## config.mk

```make
export PLATFORM = sky130hd
export DESIGN_NAME = usf_status_flags
export DESIGN_NICKNAME = d
export VERILOG_FILES = /design/src/common/usf_pkg.sv /design/src/usf_status_flags.sv
export SDC_FILE = /design/constraint.sdc
export NUM_CORES = 1
export LEC_CHECK = 0
export CELL_PAD_IN_SITES_DETAIL_PLACEMENT = 2
export CELL_PAD_IN_SITES_GLOBAL_PLACEMENT = 2
export CORE_MARGIN = 2
export CORE_UTILIZATION = 42
export DETAILED_ROUTE_END_ITERATION = 8
export DONT_BUFFER_PORTS = 1
export GPL_TIMING_DRIVEN = 0
export HOLD_SLACK_MARGIN = 0.05
export PLACE_DENSITY_LB_ADDON = 0.1
export SKIP_LAST_GASP = 1
export SLEW_MARGIN = 10
export SYNTH_ARGS = -nofsm -noshare
export SYNTH_HDL_FRONTEND = slang
export SYNTH_SLANG_ARGS = --single-unit
```

## constraint.sdc

```tcl
create_clock -name pclk -period 3.1 [get_ports pclk]
set_input_delay 0.62 -clock pclk [delete_from_list [all_inputs] [get_ports pclk]]
set_output_delay 0.62 -clock pclk [all_outputs]
set_load 0.02 [all_outputs]
```

## src/common/usf_pkg.sv

```systemverilog
package usf_pkg;

   // ----------------------------------------------------------------
   // Register map (byte addresses)
   // ----------------------------------------------------------------
   localparam logic [7:0] USF_STAT_OFS = 8'h00;
   localparam logic [7:0] USF_DATA_OFS = 8'h04;
   localparam logic [7:0] USF_CTRL_OFS = 8'h08;
   localparam logic [7:0] USF_BAUD_OFS = 8'h0C;

   // ----------------------------------------------------------------
   // Status bit positions
   // ----------------------------------------------------------------
   localparam int USF_TXE_BIT = 7;
   localparam int USF_TXC_BIT = 6;
   localparam int USF_RXF_BIT = 5;
   localparam int USF_IDLE_BIT = 4;
   localparam int USF_OR_BIT = 3;
   localparam int USF_NOISE_BIT = 2;
   localparam int USF_FRM_BIT = 1;
   localparam int USF_PAR_BIT = 0;

   // ----------------------------------------------------------------
   // Control bit positions
   // ----------------------------------------------------------------
   localparam int USF_PODD_BIT = 0;
   localparam int USF_PON_BIT = 1;
   localparam int USF_IAS_BIT = 2;
   localparam int USF_M9_BIT = 3;
   localparam int USF_BRK_BIT = 4;
   localparam int USF_TXSW_BIT = 5;

   // ----------------------------------------------------------------
   // Reset values
   // ----------------------------------------------------------------
   localparam logic [7:0] USF_STAT_RST = 8'hC0;
   localparam logic [7:0] USF_CTRL_RST = 8'h00;
   localparam logic [7:0] USF_CTRL_MASK = 8'h3F;
   localparam logic [15:0] USF_BAUD_RST = 16'h0000;

   // ----------------------------------------------------------------
   // Oversampling phases (16 ticks per bit) and frame counts
   // ----------------------------------------------------------------
   localparam logic [3:0] USF_OS_LAST = 4'hF;
   localparam logic [3:0] USF_START_FIRST = 4'h3;
   localparam logic [3:0] USF_START_LAST = 4'h9;
   localparam logic [3:0] USF_BIT_FIRST = 4'h7;
   localparam logic [3:0] USF_BIT_LAST = 4'h9;
   localparam logic [3:0] USF_STOP_DONE = 4'hA;
   localparam logic [2:0] USF_START_SAMPLES = 3'h7;
   localparam logic [2:0] USF_BIT_SAMPLES = 3'h3;
   localparam logic [2:0] USF_START_REJECT = 3'h4;
   localparam logic [2:0] USF_BIT_MAJORITY = 3'h2;
   localparam logic [3:0] USF_DATA8_LAST = 4'h7;
   localparam logic [3:0] USF_DATA9_LAST = 4'h8;
   localparam logic [3:0] USF_FRAME8_LAST = 4'h9;
   localparam logic [3:0] USF_FRAME9_LAST = 4'hA;
   // Idle line: 10 or 11 bit times in ticks
   localparam logic [7:0] USF_IDLE8_TICKS = 8'hA0;
   localparam logic [7:0] USF_IDLE9_TICKS = 8'hB0;

   // ----------------------------------------------------------------
   // State machines
   // ----------------------------------------------------------------
   typedef enum logic [3:0] {
      USF_RX_IDLE = 4'b0001,
      USF_RX_START = 4'b0010,
      USF_RX_DATA = 4'b0100,
      USF_RX_STOP = 4'b1000
   } usf_rx_t;

   typedef enum logic [1:0] {
      USF_TX_IDLE = 2'b01,
      USF_TX_SHIFT = 2'b10
   } usf_tx_t;

endpackage : usf_pkg

```

## src/usf_status_flags.sv

```systemverilog
// The address map and the APB interface to the registers were left to the implementer.
`timescale 1ns/1ps
module usf_status_flags (
   // Clock and reset
   input wire logic pclk,
   input wire logic presetn,
   // APB slave
   input wire logic psel,
   input wire logic penable,
   input wire logic pwrite,
   input wire logic [7:0] paddr,
   input wire logic [31:0] pwdata,
   output logic [31:0] prdata,
   output logic pready,
   output logic pslverr,
   // Serial line
   input wire logic rxd,
   output logic txd
);
   import usf_pkg::*;

   function automatic logic noisy(input logic [2:0] ones, input logic [2:0] n);
      return (ones != 3'h0) && (ones != n);
   endfunction : noisy

   function automatic logic in_win(input logic [3:0] ph, input logic [3:0] lo,
                                   input logic [3:0] hi);
      return (ph >= lo) && (ph <= hi);
   endfunction : in_win

   // ----------------------------------------------------------------
   // Declarations
   // ----------------------------------------------------------------
   logic [7:0] flags_q, flags_d, arm_q, arm_d, ctrl_q, ctrl_d;
   logic [7:0] txbuf_q, txbuf_d, rxbuf_q, rxbuf_d;
   logic [15:0] baud_q, baud_d, div_q, div_d;
   logic [31:0] prdata_q, prdata_d;
   logic cplt_cond_q, cplt_cond_d, pre_q, pre_d, brk_q, brk_d;
   logic rx_s1_q, rx_s2_q;
   usf_tx_t tx_st_q, tx_st_d;
   logic [10:0] tx_sh_q, tx_sh_d;
   logic [3:0] tx_ph_q, tx_ph_d, tx_bit_q, tx_bit_d;
   logic txd_q, txd_d;
   usf_rx_t rx_st_q, rx_st_d;
   logic [3:0] rx_ph_q, rx_ph_d, rx_bit_q, rx_bit_d;
   logic [2:0] ones_q, ones_d;
   logic [8:0] rx_sh_q, rx_sh_d;
   logic noise_q, noise_d, idle_en_q, idle_en_d, idle_arm_q, idle_arm_d;
   logic [7:0] idle_cnt_q, idle_cnt_d;
   logic acc, wr_data, rd_data, rd_stat, wr_ctrl, mapped, os_tick;
   logic txsw_rise, brk_wr, tx_take, pre_taken, brk_taken;
   logic rx_done, rx_stop, rx_perr, idle_hit, rx_accept;
   logic [7:0] rx_char, fset, fclr, idle_ticks;
   logic [3:0] tx_last;

   assign prdata = prdata_q;
   assign pready = 1'b1;
   assign txd = txd_q;

   // ----------------------------------------------------------------
   // Bus decode, flags and registers
   // ----------------------------------------------------------------
   always_comb begin
      acc = psel & penable;
      mapped = (paddr == USF_STAT_OFS) | (paddr == USF_DATA_OFS) |
               (paddr == USF_CTRL_OFS) | (paddr == USF_BAUD_OFS);
      pslverr = acc & ~mapped;
      rd_stat = acc & ~pwrite & (paddr == USF_STAT_OFS);
      wr_data = acc & pwrite & (paddr == USF_DATA_OFS);
      rd_data = acc & ~pwrite & (paddr == USF_DATA_OFS);
      wr_ctrl = acc & pwrite & (paddr == USF_CTRL_OFS);
      txsw_rise = wr_ctrl & pwdata[USF_TXSW_BIT] & ~ctrl_q[USF_TXSW_BIT];
      brk_wr = wr_ctrl & pwdata[USF_BRK_BIT];
      // Status offset has no write path at all
      ctrl_d = wr_ctrl ? (pwdata[7:0] & USF_CTRL_MASK) : ctrl_q;
      baud_d = (acc & pwrite & (paddr == USF_BAUD_OFS)) ? pwdata[15:0] : baud_q;
      txbuf_d = wr_data ? pwdata[7:0] : txbuf_q;
      os_tick = (div_q >= baud_q);
      div_d = os_tick ? 16'h0000 : div_q + 16'h0001;
      // Read data is captured in the setup phase so it stays stable in access
      prdata_d = prdata_q;
      if (psel & ~penable & ~pwrite) begin
         case (paddr)
            USF_STAT_OFS: prdata_d = {24'h0000_00, flags_q};
            USF_DATA_OFS: prdata_d = {24'h0000_00, rxbuf_q};
            USF_CTRL_OFS: prdata_d = {24'h0000_00, ctrl_q};
            USF_BAUD_OFS: prdata_d = {16'h0000, baud_q};
            default: prdata_d = 32'h0000_0000;
         endcase
      end
      // Clears only land on flags that a status read saw set
      fclr = 8'h00;
      fclr[USF_TXE_BIT] = wr_data & arm_q[USF_TXE_BIT];
      fclr[USF_TXC_BIT] = arm_q[USF_TXC_BIT] & (wr_data | txsw_rise | brk_wr);
      fclr[USF_RXF_BIT] = rd_data & arm_q[USF_RXF_BIT];
      fclr[USF_IDLE_BIT] = rd_data & arm_q[USF_IDLE_BIT];
      fclr[USF_OR_BIT] = rd_data & arm_q[USF_OR_BIT];
      fclr[USF_NOISE_BIT] = rd_data & arm_q[USF_NOISE_BIT];
      fclr[USF_FRM_BIT] = rd_data & arm_q[USF_FRM_BIT];
      fclr[USF_PAR_BIT] = rd_data & arm_q[USF_PAR_BIT];
      rx_accept = rx_done & (~flags_q[USF_RXF_BIT] | fclr[USF_RXF_BIT]);
      fset = 8'h00;
      fset[USF_TXE_BIT] = tx_take;
      cplt_cond_d = flags_q[USF_TXE_BIT] & (tx_st_q == USF_TX_IDLE) & ~pre_q & ~brk_q &
                    ~ctrl_q[USF_BRK_BIT];
      fset[USF_TXC_BIT] = cplt_cond_d & ~cplt_cond_q;
      fset[USF_RXF_BIT] = rx_accept;
      fset[USF_IDLE_BIT] = idle_hit;
      fset[USF_OR_BIT] = rx_done & ~rx_accept;
      fset[USF_NOISE_BIT] = rx_accept & noise_d;
      fset[USF_FRM_BIT] = rx_accept & ~rx_stop;
      fset[USF_PAR_BIT] = rx_accept & ctrl_q[USF_PON_BIT] & rx_perr;
      // A set in the same cycle as its clear wins
      flags_d = (flags_q & ~fclr) | fset;
      // A set after the read disarms, so that the newer event survives
      arm_d = (rd_stat ? prdata_q[7:0] : (arm_q & ~fclr)) & ~fset;
      // Overrun drops the character and its error bits
      rxbuf_d = rx_accept ? rx_char : rxbuf_q;
      idle_arm_d = (idle_arm_q | rx_accept) & ~idle_hit;
      pre_d = (pre_q | txsw_rise) & ~pre_taken;
      brk_d = (brk_q | brk_wr) & ~brk_taken;
   end

   always_ff @(posedge pclk or negedge presetn) begin
      if (!presetn) begin
         flags_q <= USF_STAT_RST;
         arm_q <= 8'h00;
         ctrl_q <= USF_CTRL_RST;
         baud_q <= USF_BAUD_RST;
         div_q <= 16'h0000;
         txbuf_q <= 8'h00;
         rxbuf_q <= 8'h00;
         prdata_q <= 32'h0000_0000;
         cplt_cond_q <= 1'b1;
         pre_q <= 1'b0;
         brk_q <= 1'b0;
         idle_arm_q <= 1'b0;
         rx_s1_q <= 1'b1;
         rx_s2_q <= 1'b1;
      end else begin
         flags_q <= flags_d;
         arm_q <= arm_d;
         ctrl_q <= ctrl_d;
         baud_q <= baud_d;
         div_q <= div_d;
         txbuf_q <= txbuf_d;
         rxbuf_q <= rxbuf_d;
         prdata_q <= prdata_d;
         cplt_cond_q <= cplt_cond_d;
         pre_q <= pre_d;
         brk_q <= brk_d;
         idle_arm_q <= idle_arm_d;
         rx_s1_q <= rxd;
         rx_s2_q <= rx_s1_q;
      end
   end

   // ----------------------------------------------------------------
   // Transmitter
   // ----------------------------------------------------------------
   always_comb begin
      tx_st_d = tx_st_q;
      tx_sh_d = tx_sh_q;
      tx_ph_d = tx_ph_q;
      tx_bit_d = tx_bit_q;
      tx_take = 1'b0;
      pre_taken = 1'b0;
      brk_taken = 1'b0;
      tx_last = ctrl_q[USF_M9_BIT] ? USF_FRAME9_LAST : USF_FRAME8_LAST;
      case (tx_st_q)
         USF_TX_IDLE: begin
            tx_ph_d = 4'h0;
            tx_bit_d = 4'h0;
            if (ctrl_q[USF_TXSW_BIT]) begin
               // Break has priority over preamble, preamble over data
               if (brk_q | ctrl_q[USF_BRK_BIT]) begin
                  tx_sh_d = 11'h000;
                  brk_taken = 1'b1;
                  tx_st_d = USF_TX_SHIFT;
               end else if (pre_q) begin
                  tx_sh_d = 11'h7FF;
                  pre_taken = 1'b1;
                  tx_st_d = USF_TX_SHIFT;
               end else if (~flags_q[USF_TXE_BIT]) begin
                  if (ctrl_q[USF_M9_BIT]) begin
                     tx_sh_d = {1'b1, ctrl_q[USF_PON_BIT] & (^txbuf_q ^ ctrl_q[USF_PODD_BIT]),
                                txbuf_q, 1'b0};
                  end else begin
                     tx_sh_d = {2'b11, ctrl_q[USF_PON_BIT] ?
                                (^txbuf_q[6:0] ^ ctrl_q[USF_PODD_BIT]) : txbuf_q[7],
                                txbuf_q[6:0], 1'b0};
                  end
                  tx_take = 1'b1;
                  tx_st_d = USF_TX_SHIFT;
               end
            end
         end
         USF_TX_SHIFT: begin
            if (os_tick) begin
               tx_ph_d = tx_ph_q + 4'h1;
               if (tx_ph_q == USF_OS_LAST) begin
                  tx_sh_d = {1'b1, tx_sh_q[10:1]};
                  tx_bit_d = tx_bit_q + 4'h1;
                  if (tx_bit_q == tx_last) begin
                     tx_st_d = USF_TX_IDLE;
                  end
               end
            end
         end
         default: tx_st_d = USF_TX_IDLE;
      endcase
      txd_d = (tx_st_d == USF_TX_SHIFT) ? tx_sh_d[0] : 1'b1;
   end

   always_ff @(posedge pclk or negedge presetn) begin
      if (!presetn) begin
         tx_st_q <= USF_TX_IDLE;
         tx_sh_q <= 11'h7FF;
         tx_ph_q <= 4'h0;
         tx_bit_q <= 4'h0;
         txd_q <= 1'b1;
      end else begin
         tx_st_q <= tx_st_d;
         tx_sh_q <= tx_sh_d;
         tx_ph_q <= tx_ph_d;
         tx_bit_q <= tx_bit_d;
         txd_q <= txd_d;
      end
   end

   // ----------------------------------------------------------------
   // Receiver and idle detection
   // ----------------------------------------------------------------
   always_comb begin
      rx_st_d = rx_st_q;
      rx_ph_d = rx_ph_q;
      rx_bit_d = rx_bit_q;
      ones_d = ones_q;
      rx_sh_d = rx_sh_q;
      noise_d = noise_q;
      idle_en_d = idle_en_q;
      rx_done = 1'b0;
      rx_stop = 1'b1;
      rx_char = ctrl_q[USF_M9_BIT] ? rx_sh_q[7:0] : rx_sh_q[8:1];
      rx_perr = (^(ctrl_q[USF_M9_BIT] ? rx_sh_q : {1'b0, rx_sh_q[8:1]})) ^
                ctrl_q[USF_PODD_BIT];
      case (rx_st_q)
         USF_RX_IDLE: begin
            if (~rx_s2_q) begin
               rx_st_d = USF_RX_START;
               rx_ph_d = 4'h0;
               ones_d = 3'h0;
               noise_d = 1'b0;
               idle_en_d = 1'b0;
            end
         end
         USF_RX_START: begin
            if (os_tick) begin
               rx_ph_d = rx_ph_q + 4'h1;
               if (in_win(rx_ph_q, USF_START_FIRST, USF_START_LAST)) begin
                  ones_d = ones_q + {2'b00, rx_s2_q};
               end
               if (rx_ph_q == USF_OS_LAST) begin
                  ones_d = 3'h0;
                  rx_bit_d = 4'h0;
                  if (ones_q >= USF_START_REJECT) begin
                     rx_st_d = USF_RX_IDLE;
                  end else begin
                     noise_d = noisy(ones_q, USF_START_SAMPLES);
                     idle_en_d = ~ctrl_q[USF_IAS_BIT];
                     rx_st_d = USF_RX_DATA;
                  end
               end
            end
         end
         USF_RX_DATA: begin
            if (os_tick) begin
               rx_ph_d = rx_ph_q + 4'h1;
               if (in_win(rx_ph_q, USF_BIT_FIRST, USF_BIT_LAST)) begin
                  ones_d = ones_q + {2'b00, rx_s2_q};
               end
               if (rx_ph_q == USF_OS_LAST) begin
                  rx_sh_d = {ones_q >= USF_BIT_MAJORITY, rx_sh_q[8:1]};
                  noise_d = noise_q | noisy(ones_q, USF_BIT_SAMPLES);
                  ones_d = 3'h0;
                  rx_bit_d = rx_bit_q + 4'h1;
                  if (rx_bit_q == (ctrl_q[USF_M9_BIT] ? USF_DATA9_LAST : USF_DATA8_LAST)) begin
                     rx_st_d = USF_RX_STOP;
                  end
               end
            end
         end
         USF_RX_STOP: begin
            if (os_tick) begin
               rx_ph_d = rx_ph_q + 4'h1;
               if (in_win(rx_ph_q, USF_BIT_FIRST, USF_BIT_LAST)) begin
                  ones_d = ones_q + {2'b00, rx_s2_q};
               end
               // Finish early in the stop bit to leave room for resync
               if (rx_ph_q == USF_STOP_DONE) begin
                  rx_stop = (ones_q >= USF_BIT_MAJORITY);
                  noise_d = noise_q | noisy(ones_q, USF_BIT_SAMPLES);
                  rx_done = 1'b1;
                  idle_en_d = idle_en_q | ctrl_q[USF_IAS_BIT];
                  rx_st_d = USF_RX_IDLE;
               end
            end
         end
         default: rx_st_d = USF_RX_IDLE;
      endcase
      // Any low sample restarts the idle count
      idle_ticks = ctrl_q[USF_M9_BIT] ? USF_IDLE9_TICKS : USF_IDLE8_TICKS;
      idle_cnt_d = idle_cnt_q;
      if (~rx_s2_q) begin
         idle_cnt_d = 8'h00;
      end else if (os_tick & idle_en_q & (idle_cnt_q != idle_ticks)) begin
         idle_cnt_d = idle_cnt_q + 8'h01;
      end
      // Fires once per idle gap after an accepted character, however long the line idles
      idle_hit = idle_arm_q & idle_en_q & rx_s2_q & (idle_cnt_q == idle_ticks);
   end

   always_ff @(posedge pclk or negedge presetn) begin
      if (!presetn) begin
         rx_st_q <= USF_RX_IDLE;
         rx_ph_q <= 4'h0;
         rx_bit_q <= 4'h0;
         ones_q <= 3'h0;
         rx_sh_q <= 9'h000;
         noise_q <= 1'b0;
         idle_en_q <= 1'b0;
         idle_cnt_q <= 8'h00;
      end else begin
         rx_st_q <= rx_st_d;
         rx_ph_q <= rx_ph_d;
         rx_bit_q <= rx_bit_d;
         ones_q <= ones_d;
         rx_sh_q <= rx_sh_d;
         noise_q <= noise_d;
         idle_en_q <= idle_en_d;
         idle_cnt_q <= idle_cnt_d;
      end
   end

endmodule : usf_status_flags

```

==> results.py, run 1 <==
metrics = {
    "sta": {
        "fin_tns_setup_ns": 0,
        "period_share_pct": 91.4,
        "setup_viol": 0,
        "rsz0062_at_grt": "no",
        "hold_slack_ns": -0.116,
        "clock.fmax_ghz": 0.353,
        "hold_viol_final": 129,
        "finalCriticalPeriod_ns": 2.83,
        "finClkSkew_ns": 0.0101,
        "slew_headroom_pct": 25.3,
        "slew_violations": 0,
        "max_slew.worst_pin.slew_ns": 1.11,
    },
    "placement": {
        "dp_hpwl_um": 17600,
        "place_congestion": 0.836,
        "portBuffers": 0,
        "dp_cells": 1078,
    },
    "worst_setup_path": {
        "r2r-start": "baud_q[14]",
        "r2r_end": "rx_sh_q[5]",
        "crit_buf_inv": 3,
        "worst_path_max_delay_cell": "dfrtp_1",
        "r2r_slack_ns": 0.27,
        "start_kind": "register",
        "crit_type": "reg -> reg",
        "critical_path_arrival_ns": 3.14,
        "crit_path_cell_trace": "inv_1, ha_1, nand4_1, nor3_2, nand2_1, buf_2, a311oi_4, buf_4, mux2_1",
        "crit_required_ns": 3.41,
        "critPathMaxStageDelay_ns": 0.41,
        "reg2reg_depth": 9,
        "critical_path.max_fanout": 10,
        "cp-startpoint": "baud_q[14]",
        "cp_top_family": "simple AND/OR/NAND/NOR gates",
        "endpoint_kind": "register",
    },
    "floorplanning": {
        "die_area_um2": 20800,
        "die_w_um": 144,
        "start_util_pct": 42.6,
        "die_h_um": 144,
        "num_rows": 51,
        "core_area_um2": 19400,
        "ios": 81,
    },
    "power": {
        "irDropWorstVdd_mv": 0.385,
        "power.total_mw": 5.51,
        "p_leak_nw": 4.05,
        "p_per_area_nw_per_um2": 596,
    },
    "logic_synthesis": {
        "ys_warn_count": 0,
        "yosys_register_bits": 148,
        "syn-instance-count": 798,
        "async_reset_ff_share_pct": 100,
        "synth_edf_count": 0,
        "synth_cell_type_count": 78,
        "synth.avg_cell_area_um2": 10.3,
        "yosysSeqAreaShare_pct": 45.1,
        "synth_ff_type": "dfrtp_1",
        "synth_area_um2": 8260,
    },
    "global_routing": {
        "grt_pass1_vias": 7106,
        "grt_usage_pct": 24.9,
        "grt-ovfl-total": 0,
        "grt_pass1_wl_um": 39100,
        "grt_antenna_before_repair": 0,
        "grt_max_degree": 149,
    },
    "hold_path": {
        "hp-class": "in -> async",
    },
    "routing": {
        "dr.pass1.iters": 4,
        "ant_nets": 0,
        "avgRoutedWirePerCell_um": 21.8,
        "drt-total-wl_um": 24200,
        "vias": 6259,
        "drt_iter0_markers": 207,
        "drc": 0,
        "viasPerCell": 5.64,
    },
    "clocking": {
        "cts_max_level": 4,
        "clkSinkCount": 148,
        "cts_tree": "built",
        "clock_path_buffers": 2,
        "clk_latency_ns": 0.43,
        "cts_buffers": 17,
        "path_clk_slew_ns": 0.07,
        "cts_root_buffer": "clkbuf_16",
    },
    "finish": {
        "n_antenna_cell": 0,
        "multi_input_area_um2": 4140,
        "area_growth_pct": 11.9,
        "fin_nets": 908,
        "seq_area_um2": 3730,
        "utilization_pct": 47.6,
        "layout.cells.non_filler": 1110,
        "fillers": 2057,
        "drive_above_1_share_pct": 14.7,
    },
    "run_status": {
        "violations": "hold timing",
        "status": "finished with violations",
    },
    "flow_run": {
        "max_cap_viol_count": 0,
    },
}
-- sequential cells by signal (all words and copies together) (netlist names), 2 cells and up --
name        cells
baud_q         16
div_q          16
prdata         16
tx_sh_q        11
rx_sh_q         9
arm_q           8
flags_q         8
idle_cnt_q      8
rxbuf_q         8
txbuf_q         8
ctrl_q          6
rx_bit_q        4
rx_ph_q         4
rx_st_q         4
tx_bit_q        4
tx_ph_q         4
ones_q          3
tx_st_q         2
-- routing by layer --
metal	GRT usage [%]	share of wire [%]	wire length, um
met4	7.97	1.8	430
met2	44.3	52	12500
met1	30.1	42	10300
met3	5.30	4.2	1010
met5	0	0	0
-- Yosys cell counts (14+ instances only) --
| master | instances | area, um2 |
|---|---|---|
| and3_1 | 14 | 87.6 |
| mux2_1 | 30 | 338 |
| ha_1 | 30 | 375 |
| mux2i_1 | 27 | 270 |
| inv_1 | 45 | 169 |
| nand3_1 | 22 | 110 |
| nand4_1 | 16 | 100 |
| buf_4 | 25 | 188 |
| a22o_1 | 18 | 158 |
| dfrtp_1 | 129 | 3230 |
| nand2_1 | 62 | 233 |
| nor2_1 | 57 | 214 |
| o21ai_0 | 15 | 75.1 |
| dfstp_2 | 19 | 499 |
| clkbuf_1 | 18 | 67.6 |
| a21oi_1 | 50 | 250 |
| xnor2_1 | 27 | 236 |
-- worst max path at each step --
| stage | endpoint | cells past startpoint | slack [ns] |
|---|---|---|---|
| 4_1_cts | idle_en_q | 9 | 0.02 |
| 2_1_floorplan | rx_sh_q[2] | 8 | 0.74 |
| 5_1_grt | rx_sh_q[5] | 9 | 0.04 |
| 6_report | rx_sh_q[5] | 9 | 0.27 |
| 3_5_place_dp | idle_en_q | 9 | 0.09 |
| 3_3_place_gp | idle_en_q | 8 | 0.22 |
-- layout by cell type (no fill, tap or decap), types with 4 or more instances in the layout --
cell        synthesis  routed
a311oi_1            4       4
ha_1               30      30
buf_4              25      25
o211ai_1            5       5
mux2_2             12      12
buf_2               8       8
conb_1              2      17
nand4_1            16      16
clkbuf_1           18      18
xor2_1             12      12
a32o_1              4       4
clkinvlp_4          0       6
mux4_2              6       6
mux2i_1            27      27
o21a_1             10      10
dfstp_2            19      19
o21ai_1             5       5
and2_1              4       4
nor3b_1             8       8
nand3_1            22      22
nand2b_1           11      11
nand2_1            62      62
o22ai_1             5       5
nor2_1             57      57
clkbuf_16           0      17
and3_1             14      14
mux2_1             30      30
a22o_1             18      18
a21oi_1            50      50
xnor2_1            27      27
o21ai_0            15      15
a21o_1              8       8
inv_1              45      45
nor3_1              8       8
a31oi_1            12      12
dfrtp_1           129     129
-- kinds of logic (layout without fill, tap and decap cells) --
group / count (synthesis) / after routing / share of synthesized area [%]
DFF: 148 / 148 / 45.1
other: 2 / 17 / 0.0909
adders and majority gates: 30 / 30 / 4.55
buffers and inverters: 100 / 132 / 5.80
muxes: 75 / 75 / 10.6
xor gates and xnor gates: 39 / 39 / 4.14
and+or+nand+nor: 242 / 242 / 16.0
AOI/OAI and AO/OA: 162 / 162 / 13.6
-- layout make-up --
type / instances / area share, %
plain buffers: 54 / 3.35
clock buffers: 18 / 4.65
clock inverters: 14 / 1.41
inverters: 46 / 1.87
multi-input cells: 565 / 44.8
flip-flops and latches: 148 / 40.3
well taps: 265 / 3.59
-- stage by stage --
step | area (um2) | setup WS [ns] | hold WS (ns)
final | 9240 | 0.267 | -0.116
after global routing | 9240 | 0.0359 | -0.136
after detailed placement | 8650 | 0.0856 | 0.329
after global placement | 8650 | 0.218 | 0.331
after floorplan | 8310 | 0.739 | 0.324
after CTS | 9210 | 0.0233 | -0.138
-- power by group --
part | total (mW) | switching [mW] | internal, mW
registers | 2.19 | 0.110 | 2.08
logic | 1.33 | 0.847 | 0.486
clock network | 1.99 | 0.876 | 1.11
-- timing repair --
item                                   CTS  global route
gates resized for setup                  0             6
endpoints found under the hold margin  146           129
setup endpoints to repair                0            16
buffers inserted                         0             0
No activity file was read; power rests on OpenSTA's default activity.
==> run 2: changes to the inputs <==
CORE_MARGIN = unset   (was 2)
SKIP_CTS_REPAIR_TIMING = 1   (was unset)
==> run 2 against run 1 <==
Effect of this change:
- the run still ends with hold timing left
- utilization grew 1.1 points
- sequential share of layout area decreased by 0.14 points
- highest routed layer unchanged
- setup slack worse by 0.028 ns
- combinational power about the same
==> results.py, run 2 (synthesis results as in run 1) <==
metrics = {
    "run_status": {
        "status": "finished with violations",
        "violations": "hold timing",
    },
    "sta": {
        "hold_viol_final": 129,
        "finalCriticalPeriod_ns": 2.86,
        "rsz0062_at_grt": "no",
        "max_slew.worst_pin.slew_ns": 1.12,
        "hold_slack_ns": -0.115,
        "fin_tns_setup_ns": 0,
        "setup_slack_ns": 0.239,
        "clock.fmax_ghz": 0.350,
        "finClkSkew_ns": 0.0102,
        "slew_headroom_pct": 25.1,
        "setup_viol": 0,
        "slew_violations": 0,
        "period_share_pct": 92.3,
    },
    "worst_setup_path": {
        "cp-startpoint": "div_q[13]",
        "cp_top_family": "simple AND/OR/NAND/NOR gates",
        "worst_path_max_delay_cell": "dfrtp_1",
        "critical_path_arrival_ns": 3.17,
        "critPathMaxStageDelay_ns": 0.42,
        "start_kind": "register",
        "crit_required_ns": 3.41,
        "r2r-start": "div_q[13]",
        "crit_type": "reg -> reg",
        "crit_buf_inv": 2,
        "endpoint_kind": "register",
        "critical_path.max_fanout": 10,
        "crit_path_cell_trace": "ha_1, nand4_1, nor3_2, nand2_1, buf_2, a311oi_2, buf_4, mux2_1",
    },
    "routing": {
        "viasPerCell": 5.71,
        "dr.pass1.iters": 4,
        "avgRoutedWirePerCell_um": 22.1,
        "drt_iter0_markers": 256,
        "vias": 6313,
        "ant_nets": 0,
        "drt-total-wl_um": 24500,
        "drc": 0,
    },
    "hold_path": {
        "hp-class": "in -> async",
    },
    "placement": {
        "placed_cell_area_um2": 8640,
        "pre_cts_slack_ns": 0.113,
        "place_congestion": 0.783,
        "portBuffers": 0,
        "dp_hpwl_um": 17300,
        "dp_cells": 1073,
    },
    "global_routing": {
        "grt_pass1_vias": 7069,
        "grt_antenna_before_repair": 0,
        "grt-ovfl-total": 0,
        "grt_usage_pct": 25.9,
        "grt_max_degree": 149,
        "grt_pass1_wl_um": 39800,
    },
    "clocking": {
        "cts_tree": "built",
        "clk_latency_ns": 0.43,
        "path_clk_slew_ns": 0.07,
        "cts_max_level": 4,
        "clock_path_buffers": 2,
        "cts_buffers": 17,
        "clkSinkCount": 148,
        "cts_root_buffer": "clkbuf_16",
    },
    "floorplanning": {
        "core_area_um2": 19000,
        "die_h_um": 142,
        "ios": 81,
        "start_util_pct": 43.4,
        "die_area_um2": 20200,
        "die_w_um": 142,
        "num_rows": 50,
    },
    "power": {
        "irDropWorstVdd_mv": 0.367,
        "power.total_mw": 5.74,
        "p_leak_nw": 4.08,
        "p_per_area_nw_per_um2": 619,
    },
    "finish": {
        "seq_area_um2": 3730,
        "n_antenna_cell": 0,
        "layout.cells.non_filler": 1105,
        "area_growth_pct": 12.3,
        "fillers": 2009,
        "final_common_cell": "dfrtp_1",
        "design_area_um2": 9270,
        "drive_above_1_share_pct": 14.6,
        "multi_input_area_um2": 4120,
        "utilization_pct": 48.7,
        "fin_nets": 908,
        "final_cell_mix": "dfrtp_1 (129), nand2_1 (62), nor2_1 (57)",
    },
    "flow_run": {
        "max_cap_viol_count": 0,
    },
}
[run 2: path summary, 6_finish.rpt]
path | end | slack [ns] | depth (start not counted)
worst max-delay path | rx_sh_q[2] | 0.24 | 8
worst min-delay path | idle_cnt_q[2] | -0.12 | 0
worst max register to register | rx_sh_q[2] | 0.24 | 8
worst min register to register | rx_s2_q | 0.37 | 0
max in group asynchronous | tx_st_q[0] | 2.79 | 0
min in group pclk | rx_s1_q | 0.19 | 0
[run 2: cell type report]
class | count | share of cell area, %
multi-input combinational | 565 | 44.4
sequential | 148 | 40.2
clock buffer | 17 | 4.59
tap | 260 | 3.51
buffer | 54 | 3.31
clock inverter | 15 | 2.12
inverter | 46 | 1.86
[run 2: where the power goes]
part           internal (mW)  leakage (nW)  switching [mW]  total, mW
clock network           1.29         0.302           0.925       2.22
logic                  0.484          1.85           0.854       1.34
registers               2.08          1.93           0.110       2.19
total                   3.85          4.08            1.89       5.74
[run 2: worst reg2reg max path: stages (launching register included)]
cell      delay, ns
dfrtp_1        0.42
ha_1           0.31
nand4_1        0.19
nor3_2         0.29
nand2_1        0.21
buf_2          0.30
a311oi_2       0.40
buf_4          0.27
mux2_1         0.34
[run 2: metal layers]
metal / track usage (%) / vias up / part of all wire, %
li1: - / 2881 / -
met1: 32.2 / 3294 / 43
met2: 45.2 / 113 / 52
met3: 6.33 / 25 / 4.4
met4: 6.00 / 0 / 1.1
met5: 0 / - / 0
